### src/rtl/asd_pkg.sv
/*
 * Package for the acquisition self-diagnostic block: selector codes, field
 * positions, fixed DAC codes and the packed carriers that join the
 * sequencer to the analog-path control.
 * Assumes one 250 MHz clock and an ADC front end driven by these controls.
 */
package asd_pkg;

    // ****************************************************************
    // selector codes
    // ****************************************************************
    localparam logic [3:0] SEL_NONE       = 4'h0;
    localparam logic [3:0] SEL_ALTERNATE_REFERENCE     = 4'h3;
    localparam logic [3:0] SEL_COMP_PATH  = 4'h4;
    localparam logic [3:0] SEL_GAIN_CAL   = 4'h5;
    localparam logic [3:0] SEL_OFFSET_CAL = 4'h6;
    localparam logic [3:0] SEL_THERMISTOR_SUPPLY_OFS   = 4'h9;

    // scan configuration codes that use the comparator
    localparam logic [2:0] SCFG_COMP_A    = 3'h1;
    localparam logic [2:0] SCFG_COMP_B    = 3'h2;

    // scan style
    localparam logic       STYLE_PYRAMID  = 1'h0;
    localparam logic       STYLE_RAMP     = 1'h1;

    // ****************************************************************
    // widths and field positions
    // ****************************************************************
    localparam int         ADC_W          = 14;
    localparam int         DAC_W          = 10;
    localparam int         RES_LSB        = 2;
    localparam logic [DAC_W-1:0] DAC_COMP_PATH = 10'h1d8;
    localparam logic [1:0] RES_LOW_BITS   = 2'h0;
    localparam logic [ADC_W-1:0] CAL_ZERO = 14'h2000;

    // ****************************************************************
    // carriers
    // ****************************************************************
    typedef enum logic [1:0]
    {
        IN_NONE      = 2'b00,
        IN_REF_AMP1  = 2'b01,
        IN_REF_AMP2  = 2'b10,
        IN_GROUND    = 2'b11
    } asd_route_type;

    typedef struct packed
    {
        asd_route_type    route;       // what feeds the conversion
        logic             preamp_to_adc;
        logic             short_adc;
        logic             bipolar;
        logic             force_pol;
        logic             chop;
        logic             ref_thermistor_supply;
        logic             dac_override;
        logic [DAC_W-1:0] dac_code;
    } asd_path_type;

    typedef struct packed
    {
        logic             valid;
        logic             slot_b;
        logic [ADC_W-1:0] data;
    } asd_conv_type;

    // two-phase chopping repeats a conversion; phase count per request
    function automatic logic two_phase(input logic [3:0] sel,
                                       input logic       style);
        two_phase = (sel == SEL_GAIN_CAL) && (style == STYLE_PYRAMID);
    endfunction

endpackage

### src/rtl/asd_result_store.sv
/*
 * Two diagnostic result words, one per selector slot.
 * Assumes writes come from the sequencer on the same clock.
 */
module asd_result_store
(
    // clock and reset
    input  wire logic                  ref_clk,
    input  wire logic                  rst,
    // write side
    input  wire asd_pkg::asd_conv_type wr,
    // read side
    output logic [15:0]                diag_result_a,
    output logic [15:0]                diag_result_b
);

    typedef struct packed
    {
        logic [15:0] a;
        logic [15:0] b;
    } asd_store_type;

    asd_store_type st_reg;
    asd_store_type st_next;

    always_comb
    begin
        st_next = st_reg;
        if (wr.valid)
        begin
            if (wr.slot_b)
                st_next.b = {wr.data, asd_pkg::RES_LOW_BITS};
            else
                st_next.a = {wr.data, asd_pkg::RES_LOW_BITS};
        end
    end

    always_ff @(posedge ref_clk or posedge rst)
    begin
        if (rst)
            st_reg <= '0;
        else
            st_reg <= st_next;
    end

    assign diag_result_a = st_reg.a;
    assign diag_result_b = st_reg.b;

    a_slot_a_store: assert property (@(posedge ref_clk) disable iff (rst)
        wr.valid && !wr.slot_b |=> diag_result_a[15:2] == $past(wr.data))
        else $error("slot a result not stored");
    a_slot_b_store: assert property (@(posedge ref_clk) disable iff (rst)
        wr.valid && wr.slot_b |=> diag_result_b[15:2] == $past(wr.data)
                                  && $stable(diag_result_a))
        else $error("slot b result not stored alone");

endmodule

### src/rtl/asd_diag_seq.sv
/*
 * Diagnostic sequencer: per scan request it runs the conversions asked by
 * the two selector slots, sets the analog path for each, stores results,
 * and, for the two comparator scan configurations, runs the comparator accuracy check once after both slot conversions.
 * Assumes the ADC answers each conversion start with one done pulse and
 * that the comparator result is valid with that pulse; all inputs come
 * from logic on ref_clk except the comparator outputs, which are synced.
 */

module asd_diag_seq
(
    // clock and reset
    input  wire logic                     ref_clk,
    input  wire logic                     rst,
    // configuration
    input  wire logic [3:0]               diag_select_slot_a,
    input  wire logic [3:0]               diag_select_slot_b,
    input  wire logic [2:0]               scan_configuration,
    input  wire logic                     scan_sequence_style,
    input  wire logic                     comparator_accuracy_enable,
    input  wire logic                     adc_calibration_enable,
    input  wire logic [9:0]               accuracy_over_threshold,
    input  wire logic [9:0]               accuracy_under_threshold,
    input  wire logic [9:0]               comparator_over_threshold,
    // scan sequencer
    input  wire logic                     scan_start,
    input  wire logic                     oversample_last_done,
    output logic                          diag_busy,
    output logic                          diag_done,
    // adc
    output logic                          adc_start,
    input  wire logic                     adc_done,
    input  wire logic [13:0]              adc_raw,
    input  wire logic [13:0]              adc_cal,
    // comparator (asynchronous pins)
    input  wire logic                     comp_over_pin,
    input  wire logic                     comp_under_pin,
    // analog path control
    output asd_pkg::asd_path_type         path,
    // results and alerts
    output logic [15:0]                   diag_result_a,
    output logic [15:0]                   diag_result_b,
    input  wire logic                     alert_clear,
    output logic                          accuracy_over_alert,
    output logic                          accuracy_under_alert
);

    // ****************************************************************
    // state
    // ****************************************************************
    typedef enum logic [2:0]
    {
        S_IDLE    = 3'b000,
        S_WAIT_OS = 3'b001,
        S_CONV    = 3'b010,
        S_WAIT    = 3'b011,
        S_ACC     = 3'b100,
        S_ACC_W   = 3'b101
    } asd_state_type;

    typedef struct packed
    {
        asd_state_type         st;
        logic                  slot_b;
        logic                  phase2;
        logic                  acc_run;
        logic [13:0]           ph1;
        logic [1:0]            ov_sync;
        logic [1:0]            uv_sync;
        logic                  ov_alert;
        logic                  uv_alert;
        logic                  done;
        asd_pkg::asd_conv_type wr;
    } asd_seq_type;

    asd_seq_type s_reg;
    asd_seq_type s_next;
    logic [3:0]  cur_sel;
    logic [14:0] ph_sum;

    assign cur_sel = s_reg.slot_b ? diag_select_slot_b : diag_select_slot_a;
    assign ph_sum  = {1'b0, s_reg.ph1} + {1'b0, adc_raw};

    // ****************************************************************
    // path control from the active conversion
    // ****************************************************************
    always_comb
    begin
        path = '0;
        path.dac_code = comparator_over_threshold;
        path.chop     = 1'b1;
        if (s_reg.st == S_ACC || s_reg.st == S_ACC_W)
        begin
            path.route        = asd_pkg::IN_REF_AMP2;
            path.dac_override = 1'b1;
            // the over threshold is tried first, then the under one
            path.dac_code     = s_reg.phase2 ? accuracy_under_threshold
                                             : accuracy_over_threshold;
        end
        else if (s_reg.st == S_CONV || s_reg.st == S_WAIT)
        begin
            case (cur_sel)
                asd_pkg::SEL_COMP_PATH:
                begin
                    path.route         = asd_pkg::IN_REF_AMP2;
                    path.preamp_to_adc = 1'b1;
                    path.dac_override  = 1'b1;
                    path.dac_code      = asd_pkg::DAC_COMP_PATH;
                end
                asd_pkg::SEL_GAIN_CAL:
                begin
                    path.route = asd_pkg::IN_REF_AMP1;
                    path.chop  = (scan_sequence_style ==
                                  asd_pkg::STYLE_PYRAMID);
                end
                asd_pkg::SEL_OFFSET_CAL:
                begin
                    path.force_pol = 1'b1;
                    path.bipolar   = 1'b1;
                    path.chop      = 1'b0;
                    if (scan_sequence_style == asd_pkg::STYLE_PYRAMID)
                        path.short_adc = 1'b1;
                    else
                        path.route = asd_pkg::IN_GROUND;
                end
                asd_pkg::SEL_THERMISTOR_SUPPLY_OFS:
                begin
                    path.short_adc = 1'b1;
                    path.ref_thermistor_supply  = 1'b1;
                    path.force_pol = 1'b1;
                    path.bipolar   = 1'b1;
                end
                asd_pkg::SEL_ALTERNATE_REFERENCE:
                begin
                    path.force_pol = 1'b1;
                    path.bipolar   = 1'b0;
                end
                default:
                begin
                    path.route = asd_pkg::IN_NONE;
                end
            endcase
        end
    end

    // ****************************************************************
    // sequencer
    // ****************************************************************
    always_comb
    begin
        s_next          = s_reg;
        s_next.ov_sync  = {s_reg.ov_sync[0], comp_over_pin};
        s_next.uv_sync  = {s_reg.uv_sync[0], comp_under_pin};
        s_next.done     = 1'b0;
        s_next.wr.valid = 1'b0;
        if (alert_clear)
        begin
            s_next.ov_alert = 1'b0;
            s_next.uv_alert = 1'b0;
        end
        case (s_reg.st)
            S_IDLE:
                if (scan_start)
                begin
                    s_next.acc_run = comparator_accuracy_enable &&
                        (scan_configuration == asd_pkg::SCFG_COMP_A ||
                         scan_configuration == asd_pkg::SCFG_COMP_B);
                    s_next.st      = S_WAIT_OS;
                end
            S_WAIT_OS:
                if (oversample_last_done)
                begin
                    s_next.slot_b = 1'b0;
                    s_next.phase2 = 1'b0;
                    s_next.st     = S_CONV;
                end
            S_CONV:
                if (cur_sel == asd_pkg::SEL_NONE)
                begin
                    // an idle slot costs one cycle and no conversion
                    if (s_reg.slot_b)
                        s_next.st = s_reg.acc_run ? S_ACC : S_IDLE;
                    else
                        s_next.slot_b = 1'b1;
                    s_next.done = s_reg.slot_b && !s_reg.acc_run;
                end
                else
                    s_next.st = S_WAIT;
            S_WAIT:
                if (adc_done)
                begin
                    if (asd_pkg::two_phase(cur_sel, scan_sequence_style)
                        && !s_reg.phase2)
                    begin
                        s_next.ph1    = adc_raw;
                        s_next.phase2 = 1'b1;
                        s_next.st     = S_CONV;
                    end
                    else
                    begin
                        s_next.wr.valid  = 1'b1;
                        s_next.wr.slot_b = s_reg.slot_b;
                        if (s_reg.phase2)
                            s_next.wr.data = ph_sum[14:1];
                        else if (cur_sel == asd_pkg::SEL_THERMISTOR_SUPPLY_OFS &&
                                 adc_calibration_enable)
                            s_next.wr.data = adc_cal;
                        else
                            s_next.wr.data = adc_raw;
                        s_next.phase2 = 1'b0;
                        if (s_reg.slot_b)
                        begin
                            s_next.st   = s_reg.acc_run ? S_ACC : S_IDLE;
                            s_next.done = !s_reg.acc_run;
                        end
                        else
                        begin
                            s_next.slot_b = 1'b1;
                            s_next.st     = S_CONV;
                        end
                    end
                end
            S_ACC:
                s_next.st = S_ACC_W;
            S_ACC_W:
                if (adc_done)
                begin
                    if (!s_reg.phase2)
                    begin
                        // set wins over a clear in the same cycle
                        if (s_reg.ov_sync[1])
                            s_next.ov_alert = 1'b1;
                        s_next.phase2 = 1'b1;
                        s_next.st     = S_ACC;
                    end
                    else
                    begin
                        if (s_reg.uv_sync[1])
                            s_next.uv_alert = 1'b1;
                        s_next.phase2 = 1'b0;
                        s_next.done   = 1'b1;
                        s_next.st     = S_IDLE;
                    end
                end
            default:
                s_next.st = S_IDLE;
        endcase
    end

    always_ff @(posedge ref_clk or posedge rst)
    begin
        if (rst)
            s_reg <= '0;
        else
            s_reg <= s_next;
    end

    asd_result_store u_store
    (
        .ref_clk       (ref_clk),
        .rst           (rst),
        .wr            (s_reg.wr),
        .diag_result_a (diag_result_a),
        .diag_result_b (diag_result_b)
    );

    assign adc_start            = (s_reg.st == S_CONV &&
                                   cur_sel != asd_pkg::SEL_NONE) ||
                                  s_reg.st == S_ACC;
    assign diag_busy            = s_reg.st != S_IDLE;
    assign diag_done            = s_reg.done;
    assign accuracy_over_alert  = s_reg.ov_alert;
    assign accuracy_under_alert = s_reg.uv_alert;

    // ****************************************************************
    // checks
    // ****************************************************************
    a_comp_path_dac: assert property (@(posedge ref_clk) disable iff (rst)
        (s_reg.st == S_WAIT && cur_sel == asd_pkg::SEL_COMP_PATH)
        |-> path.dac_override && path.dac_code == asd_pkg::DAC_COMP_PATH)
        else $error("comparator path dac code wrong");
    a_comp_path_route: assert property (@(posedge ref_clk) disable iff (rst)
        (s_reg.st == S_WAIT && cur_sel == asd_pkg::SEL_COMP_PATH)
        |-> path.preamp_to_adc && path.route == asd_pkg::IN_REF_AMP2)
        else $error("comparator path route wrong");
    a_acc_gate: assert property (@(posedge ref_clk) disable iff (rst)
        (s_reg.st == S_IDLE && scan_start && !comparator_accuracy_enable)
        |=> !s_reg.acc_run)
        else $error("accuracy check armed while disabled");
    a_acc_thresh: assert property (@(posedge ref_clk) disable iff (rst)
        s_reg.st == S_ACC && !s_reg.phase2
        |-> path.dac_code == accuracy_over_threshold
            && path.route == asd_pkg::IN_REF_AMP2)
        else $error("accuracy threshold not applied");
    a_over_alert: assert property (@(posedge ref_clk) disable iff (rst)
        s_reg.st == S_ACC_W && adc_done && !s_reg.phase2 && s_reg.ov_sync[1]
        |=> accuracy_over_alert)
        else $error("over alert not raised");
    a_under_alert: assert property (@(posedge ref_clk) disable iff (rst)
        s_reg.st == S_ACC_W && adc_done && s_reg.phase2 && s_reg.uv_sync[1]
        |=> accuracy_under_alert)
        else $error("under alert not raised");
    a_acc_after_os: assert property (@(posedge ref_clk) disable iff (rst)
        $rose(s_reg.st == S_ACC) |-> $past(s_reg.st) != S_WAIT_OS
            && $past(s_reg.st) != S_IDLE)
        else $error("accuracy check before diag conversions");
    a_offset_bipolar: assert property (@(posedge ref_clk) disable iff (rst)
        (s_reg.st == S_WAIT && cur_sel == asd_pkg::SEL_OFFSET_CAL)
        |-> path.bipolar && path.force_pol && !path.chop)
        else $error("offset diagnostic polarity wrong");
    a_alternate_reference_unipolar: assert property (@(posedge ref_clk) disable iff (rst)
        (s_reg.st == S_WAIT && cur_sel == asd_pkg::SEL_ALTERNATE_REFERENCE)
        |-> path.force_pol && !path.bipolar)
        else $error("alternate reference not unipolar");
    a_thermistor_supply_cal: assert property (@(posedge ref_clk) disable iff (rst)
        s_reg.st == S_WAIT && adc_done && !s_reg.phase2 &&
        cur_sel == asd_pkg::SEL_THERMISTOR_SUPPLY_OFS && adc_calibration_enable
        |=> s_reg.wr.valid && s_reg.wr.data == $past(adc_cal))
        else $error("thermistor result not calibrated");

    c_acc_run: cover property (@(posedge ref_clk) disable iff (rst)
        s_reg.st == S_ACC_W && adc_done && s_reg.phase2);
    c_two_phase: cover property (@(posedge ref_clk) disable iff (rst)
        s_reg.st == S_WAIT && adc_done && s_reg.phase2);
    c_both_slots: cover property (@(posedge ref_clk) disable iff (rst)
        s_reg.wr.valid && s_reg.wr.slot_b);

endmodule

### config.mk
export PLATFORM = sky130hd
export DESIGN_NAME = asd_diag_seq
export DESIGN_NICKNAME = d
export VERILOG_FILES = /design/src/rtl/asd_pkg.sv /design/src/rtl/asd_result_store.sv /design/src/rtl/asd_diag_seq.sv
export SDC_FILE = /design/constraint.sdc
export NUM_CORES = 1
export LEC_CHECK = 0
export BUFFER_PORTS_ARGS = -buffer_cell sky130_fd_sc_hd__buf_2
export CAP_MARGIN = 20
export CORE_ASPECT_RATIO = 0.5
export CORE_MARGIN = 2
export CORE_UTILIZATION = 46
export CTS_BUF_LIST = sky130_fd_sc_hd__clkbuf_2 sky130_fd_sc_hd__clkbuf_4 sky130_fd_sc_hd__clkbuf_8
export DETAILED_ROUTE_END_ITERATION = 8
export GPL_ROUTABILITY_DRIVEN = 0
export PLACE_DENSITY_LB_ADDON = 0.2
export SLEW_MARGIN = 20
export SYNTH_ARGS = -nofsm -noshare
export SYNTH_HDL_FRONTEND = slang
export SYNTH_SLANG_ARGS = --single-unit
### constraint.sdc
create_clock -name ref_clk -period 1.9 [get_ports ref_clk]
set_input_delay 0.095 -clock ref_clk [delete_from_list [all_inputs] [get_ports ref_clk]]
set_output_delay 0.095 -clock ref_clk [all_outputs]
set_load 0.1 [all_outputs]
; ---- Yosys cells after proc, flatten, opt, wreduce, memory -nomap -nowiden
; Cells that the tools add are included.
[classes]
n_addsub = 1
n_mul = 0
n_div = 0
n_lt_le_gt_ge = 0
eq_ne = 19
n_shift = 0
n_mux = 48
bitwise = 3
reduce_logical = 27
[op_table]
columns = operator, count
row1 = $mux W17, 2
row2 = $mux W14, 2
row3 = $mux W3, 9
row4 = $mux W11, 2
row5 = $mux W19, 1
row6 = $pmux W3 S6, 1
row7 = $mux W16, 1
row8 = $add A14 B14 Y15, 1
row9 = $mux W1, 13
row10 = $eq A4 B3 Y1 const B, 3
row11 = $ne A2 B2 Y1 const B, 6
row12 = $mux W10, 1
row13 = $mux W2, 5
row14 = $mux W5, 2
row15 = $reduce_and A5 Y1, 2
row16 = $eq A3 B2 Y1 const B, 3
row17 = $pmux W1 S3, 3
row18 = $reduce_bool A3 Y1, 3
row19 = $eq A3 B1 Y1 const B, 2
row20 = $eq A3 B3 Y1 const B, 2
row21 = $logic_and A1 B1 Y1, 6
row22 = $mux W6, 1
row23 = $pmux W2 S3, 1
row24 = $reduce_and A2 Y1, 3
row25 = other kinds (15), 23
[word_totals]
register_bits = 71
latchBits = 0
ramBits = 0
romBits = 0
input_bits = 80
output_inout_bits = 56
wordCells = 113
memories = 0

; ---- Depth between registers and ports, before layout
[logic_depth]
depth_word = 8
mapped_depth = 9
mapped_depth_nobuf = 8

; ---- Modules after synthesis
; A second synthesis with hierarchy kept.
[hier_totals]
cells_unflattened = 413
hier_area_um2 = 4336.7
[modules_own_cells]
columns = mod, instances, cells_per_inst, area_each_um2, seq_area_each_um2
row1 = asd_diag_seq, 1, 347, 3165.5, 1076.0
row2 = asd_result_store, 1, 66, 1171.1, 700.7

; ---- Worst setup path before layout
; Ideal clock, no wire load.
[synth_timing]
path_kind = flip-flop to output port
start = reg s_reg[39] (netlist name)
end = out path[18] (netlist name)
arrival_ns = 4.007
required_ns = 1.805
path_slack_ns = -2.202
path_stages_with_launch = 7
path_buffers = 1
path_cell_list = dfrtp_1 buf_6 nor3b_4 or2_2 nand2_1 o21ai_0 a41o_1
[synth_rtl]
columns = item, line_no
row1 = start: declaration, asd_diag_seq.sv:76  ; asd_seq_type s_reg;
row2 = start signal: assignment, asd_diag_seq.sv:255  ; s_reg <= s_next;
row3 = end: declaration, asd_diag_seq.sv:39  ; output asd_pkg::asd_path_type path,

==> results.md <==
- Status: finished, violations left
- Failing checks: negative setup slack
- Fin. max-slew vios: 0
- Reg2Reg Setup Slack: -0.19 ns
- Clock slew at the register clock pins of the worst setup and hold paths: 0.07 ns
- Worst Hold Class: in2reg
- Crit path buf inv count: 3
- Max-cap violations: 0
- Crit path kind: reg2out
- Pwr per Cell Area: 1630 nW/um^2
- CP most frequent cell: buf_12
- DR iter-0 viols: 196
- Initial antenna violation count: 0
- Routed WL: 12700 um
- Via count: 4069
- Layout cells sized above 1: 55.8%
- Most used DFF post-synth: dfrtp_1
- WP data required: 1.80 ns
- Commonest non-fill, non-tap cells in the layout: 111 x buf_2, 70 x dfrtp_1, 43 x buf_4, 32 x mux2_2, 26 x nand2_1
- Number of flip-flops in the largest register: 38
- Critical path endpoint category: primary output
- CORE AREA: 9350 sq um
- Area leader, netlist: dfrtp_1
- Flops & latches, synth: 71
- CP Launch Type: flip-flop
- Register area share after synthesis: 40.5%
- Drt wl/cell: 16.9 um
- Share of the synthesized area in the top cell type: 40.5%
- EDFF count, synth: 0
- Hold Path Stages: 2
- FMAX: 458 MHz
- Worst stage delay on the critical path: 0.45 ns
- Final period util: 115%
- CTS tree: done
- Clk_lat worst skew: 0.36 ns
- Post-Synthesis Cells: 422
- H-tree Lvls: 3
- Clk sinks: 71
- # fillers: 657
- Vias per cell: 5.41
- Clk_skew: 0.00684 ns
- Tot Pwr: 11.3 mW
- Slew headroom: 65.7%
- Die extent in x: 142 um
- Crit. path cell count: 8
- Final ANT Viol Nets: 0
- Final hold vios: 0
- Setup-failing EPs final: 50
- IO Port Bufs: 131
- CP arrival: 2.09 ns
- Yosys warnings: 0
- Leading cell type in the layout, fill and taps excluded: buf_2
- First-pass GRT wire length: 19300 um
- Net Sw Frac: 52.2%
- Worst VDD drop: 0.590 mV
- Chip Height: 73.0 um
- Clk buf depth: 2
- Crit-path slowest cell: dfrtp_2
- Final min period: 2.18 ns
- Hpwl dp: 8460 um
- Avg Cell Area, Syn: 10.4 sq um
- CP Cell Sequence: and3b_2, or2_4, nand2_4, nor2_4, buf_12, buf_6, o22ai_4, buf_12
- Leak: 3.14 nW
- Worst reg-to-reg path cell count: 11
- Clock power frac: 12.1%
- P_int: 5.42 mW
- Ys async rst share: 100%
- Row count: 25
- Area growth syn-to-layout: 58.2%
- Number of remaining DRC errors: 0
- RSZ-0062 raised after global routing: yes
- Logic pwr share: 65.7%
- Psw: 5.91 mW
- Cts bufs inserted: 9
- Post-synthesis cell area: 4380 sq um
- Largest net degree at the start of global routing: 72
- I/O Pins: 136
- Final Cell Area: 6930 sq um
- Reg power frac: 22.2%
- Top delay family on crit path: simple AND/OR/NAND/NOR gates
- Tightest Pin Transition: 0.518 ns
- Initial Util: 46.9%
- Layout Nets: 720
- Tot GR Track Use: 24.1%
- Unique cell type count in the Yosys netlist: 72
- Largest cells by area after synthesis: dfrtp_1 41%, mux2_2 9.5%, mux2i_1 4.8%
- Worst-path fanout max: 8
- Drt first pass iters: 5
- Post-DP Area: 5920 sq um
- CTS root buf: clkbuf_8
- GRT overflow: 0
- N_diodes: 0
- Setup WS post-layout: -0.282 ns
- Die area: 10400 sq um
- Via count of the first global-routing pass: 3927
-- kinds of logic after synthesis --
kind of cell,synth area share [%]
muxes,17.0
adders and majority gates,4.17
other,0.0856
xor gates and xnor gates,2.40
AOI/OAI and AO/OA,15.9
and+or+nand+nor,15.1
DFF,40.5
buffers and inverters,4.77
-- synthesized netlist by cell type, types with 2 or more instances --
cell type,n
a211oi_1,6
a21oi_1,31
a31oi_1,3
a32o_1,3
a32oi_1,2
and2_1,3
buf_2,3
buf_4,5
buf_6,5
clkbuf_1,9
dfrtp_1,71
ha_1,13
inv_1,9
mux2_2,37
mux2_4,8
mux2i_1,21
nand2_1,34
nand2b_1,6
nand3_1,5
nand3b_1,2
nor2_1,24
nor2b_1,9
nor3_1,13
nor3b_1,5
o211ai_1,5
o21a_1,2
o21ai_0,14
o21ai_1,5
o221ai_1,4
o22ai_1,7
o31ai_1,4
o32a_1,2
or3_1,3
xnor2_1,6
xor2_1,6
-- power by group through the flow --
| stage | clock [mW] | sequential (mW) | combinational, mW |
|---|---|---|---|
| after floorplan | 0 | 4.53 | 3.01 |
| after global placement | 0 | 2.49 | 6.51 |
| after detailed placement | 0 | 2.52 | 6.57 |
| after CTS | 1.39 | 2.49 | 6.90 |
| after global routing | 1.48 | 2.60 | 7.83 |
| final | 1.37 | 2.52 | 7.44 |
-- layer usage --
metal,GRT usage [%],wire length [um],vias up
met5,0,0,-
met4,6.22,123,0
met3,6.43,738,13
met2,40.4,6300,152
met1,31.3,5520,1946
li1,-,-,1958
-- worst reg2reg max path, stage by stage, from the launching register on --
cell and delay, ns:
dfrtp_2 0.45, buf_6 0.14, nor3b_4 0.19, buf_4 0.16
a32oi_4 0.12, buf_6 0.15, nand4_4 0.12, buf_6 0.13
inv_8 0.04, and3_1 0.17, mux2i_1 0.18, o211ai_1 0.13
-- final cells by class --
class / instances / area, sq um / area share (%)
clock buffers: 10 / 131 / 1.90
repair buffers: 215 / 1790 / 25.8
multi-input cells: 319 / 2940 / 42.5
clock inverters: 6 / 93.8 / 1.35
flip-flops and latches: 71 / 1780 / 25.6
inverters: 10 / 45.0 / 0.650
well taps: 121 / 151 / 2.18
-- timing repair --
item                       4_1_cts  5_1_grt
cloned                           1        2
hold endpoints to repair        77        2
resized for setup               43       64
setup buffers                   14       15
setup endpoints to repair       39       53
hold buffers                     9        2
pin swaps                       20       25
-- path summary, 6_finish.rpt --
check                                       from                                    to
max in group asynchronous                    rst                 s_reg[39]$_DFFE_PP0P_
min reg2reg                 s_next[20]$_DFF_PP0_                   s_reg[20]$_DFF_PP0_
min in group asynchronous                    rst  u_store.diag_result_a[2]$_DFFE_PP0P_
min                                  adc_raw[11]                 s_reg[34]$_DFFE_PP0P_
max                        s_reg[39]$_DFFE_PP0P_                               path[9]
max reg2reg                s_reg[39]$_DFFE_PP0P_                 s_reg[12]$_DFFE_PP0P_
-- per-stage QoR --
| stage | util [%] | hold slack [ns] | TNS (ns) | std cells | setup slack [ns] |
|---|---|---|---|---|---|
| 6_report | 74.1 | 0.0201 | -7.60 | 752 | -0.282 |
| 2_1_floorplan | - | 0.126 | -1.41 | 425 | -0.223 |
| 5_1_grt | 74.1 | 0.00130 | -12.37 | 752 | -0.373 |
| 4_1_cts | 70.3 | 0.00122 | -5.18 | 737 | -0.242 |
| 3_5_place_dp | 63.3 | 0.204 | -1.23 | 697 | -0.161 |
| 3_3_place_gp | 63.3 | 0.203 | -0.729 | 697 | -0.117 |
Note: power is estimated with default switching activity, not from simulation.
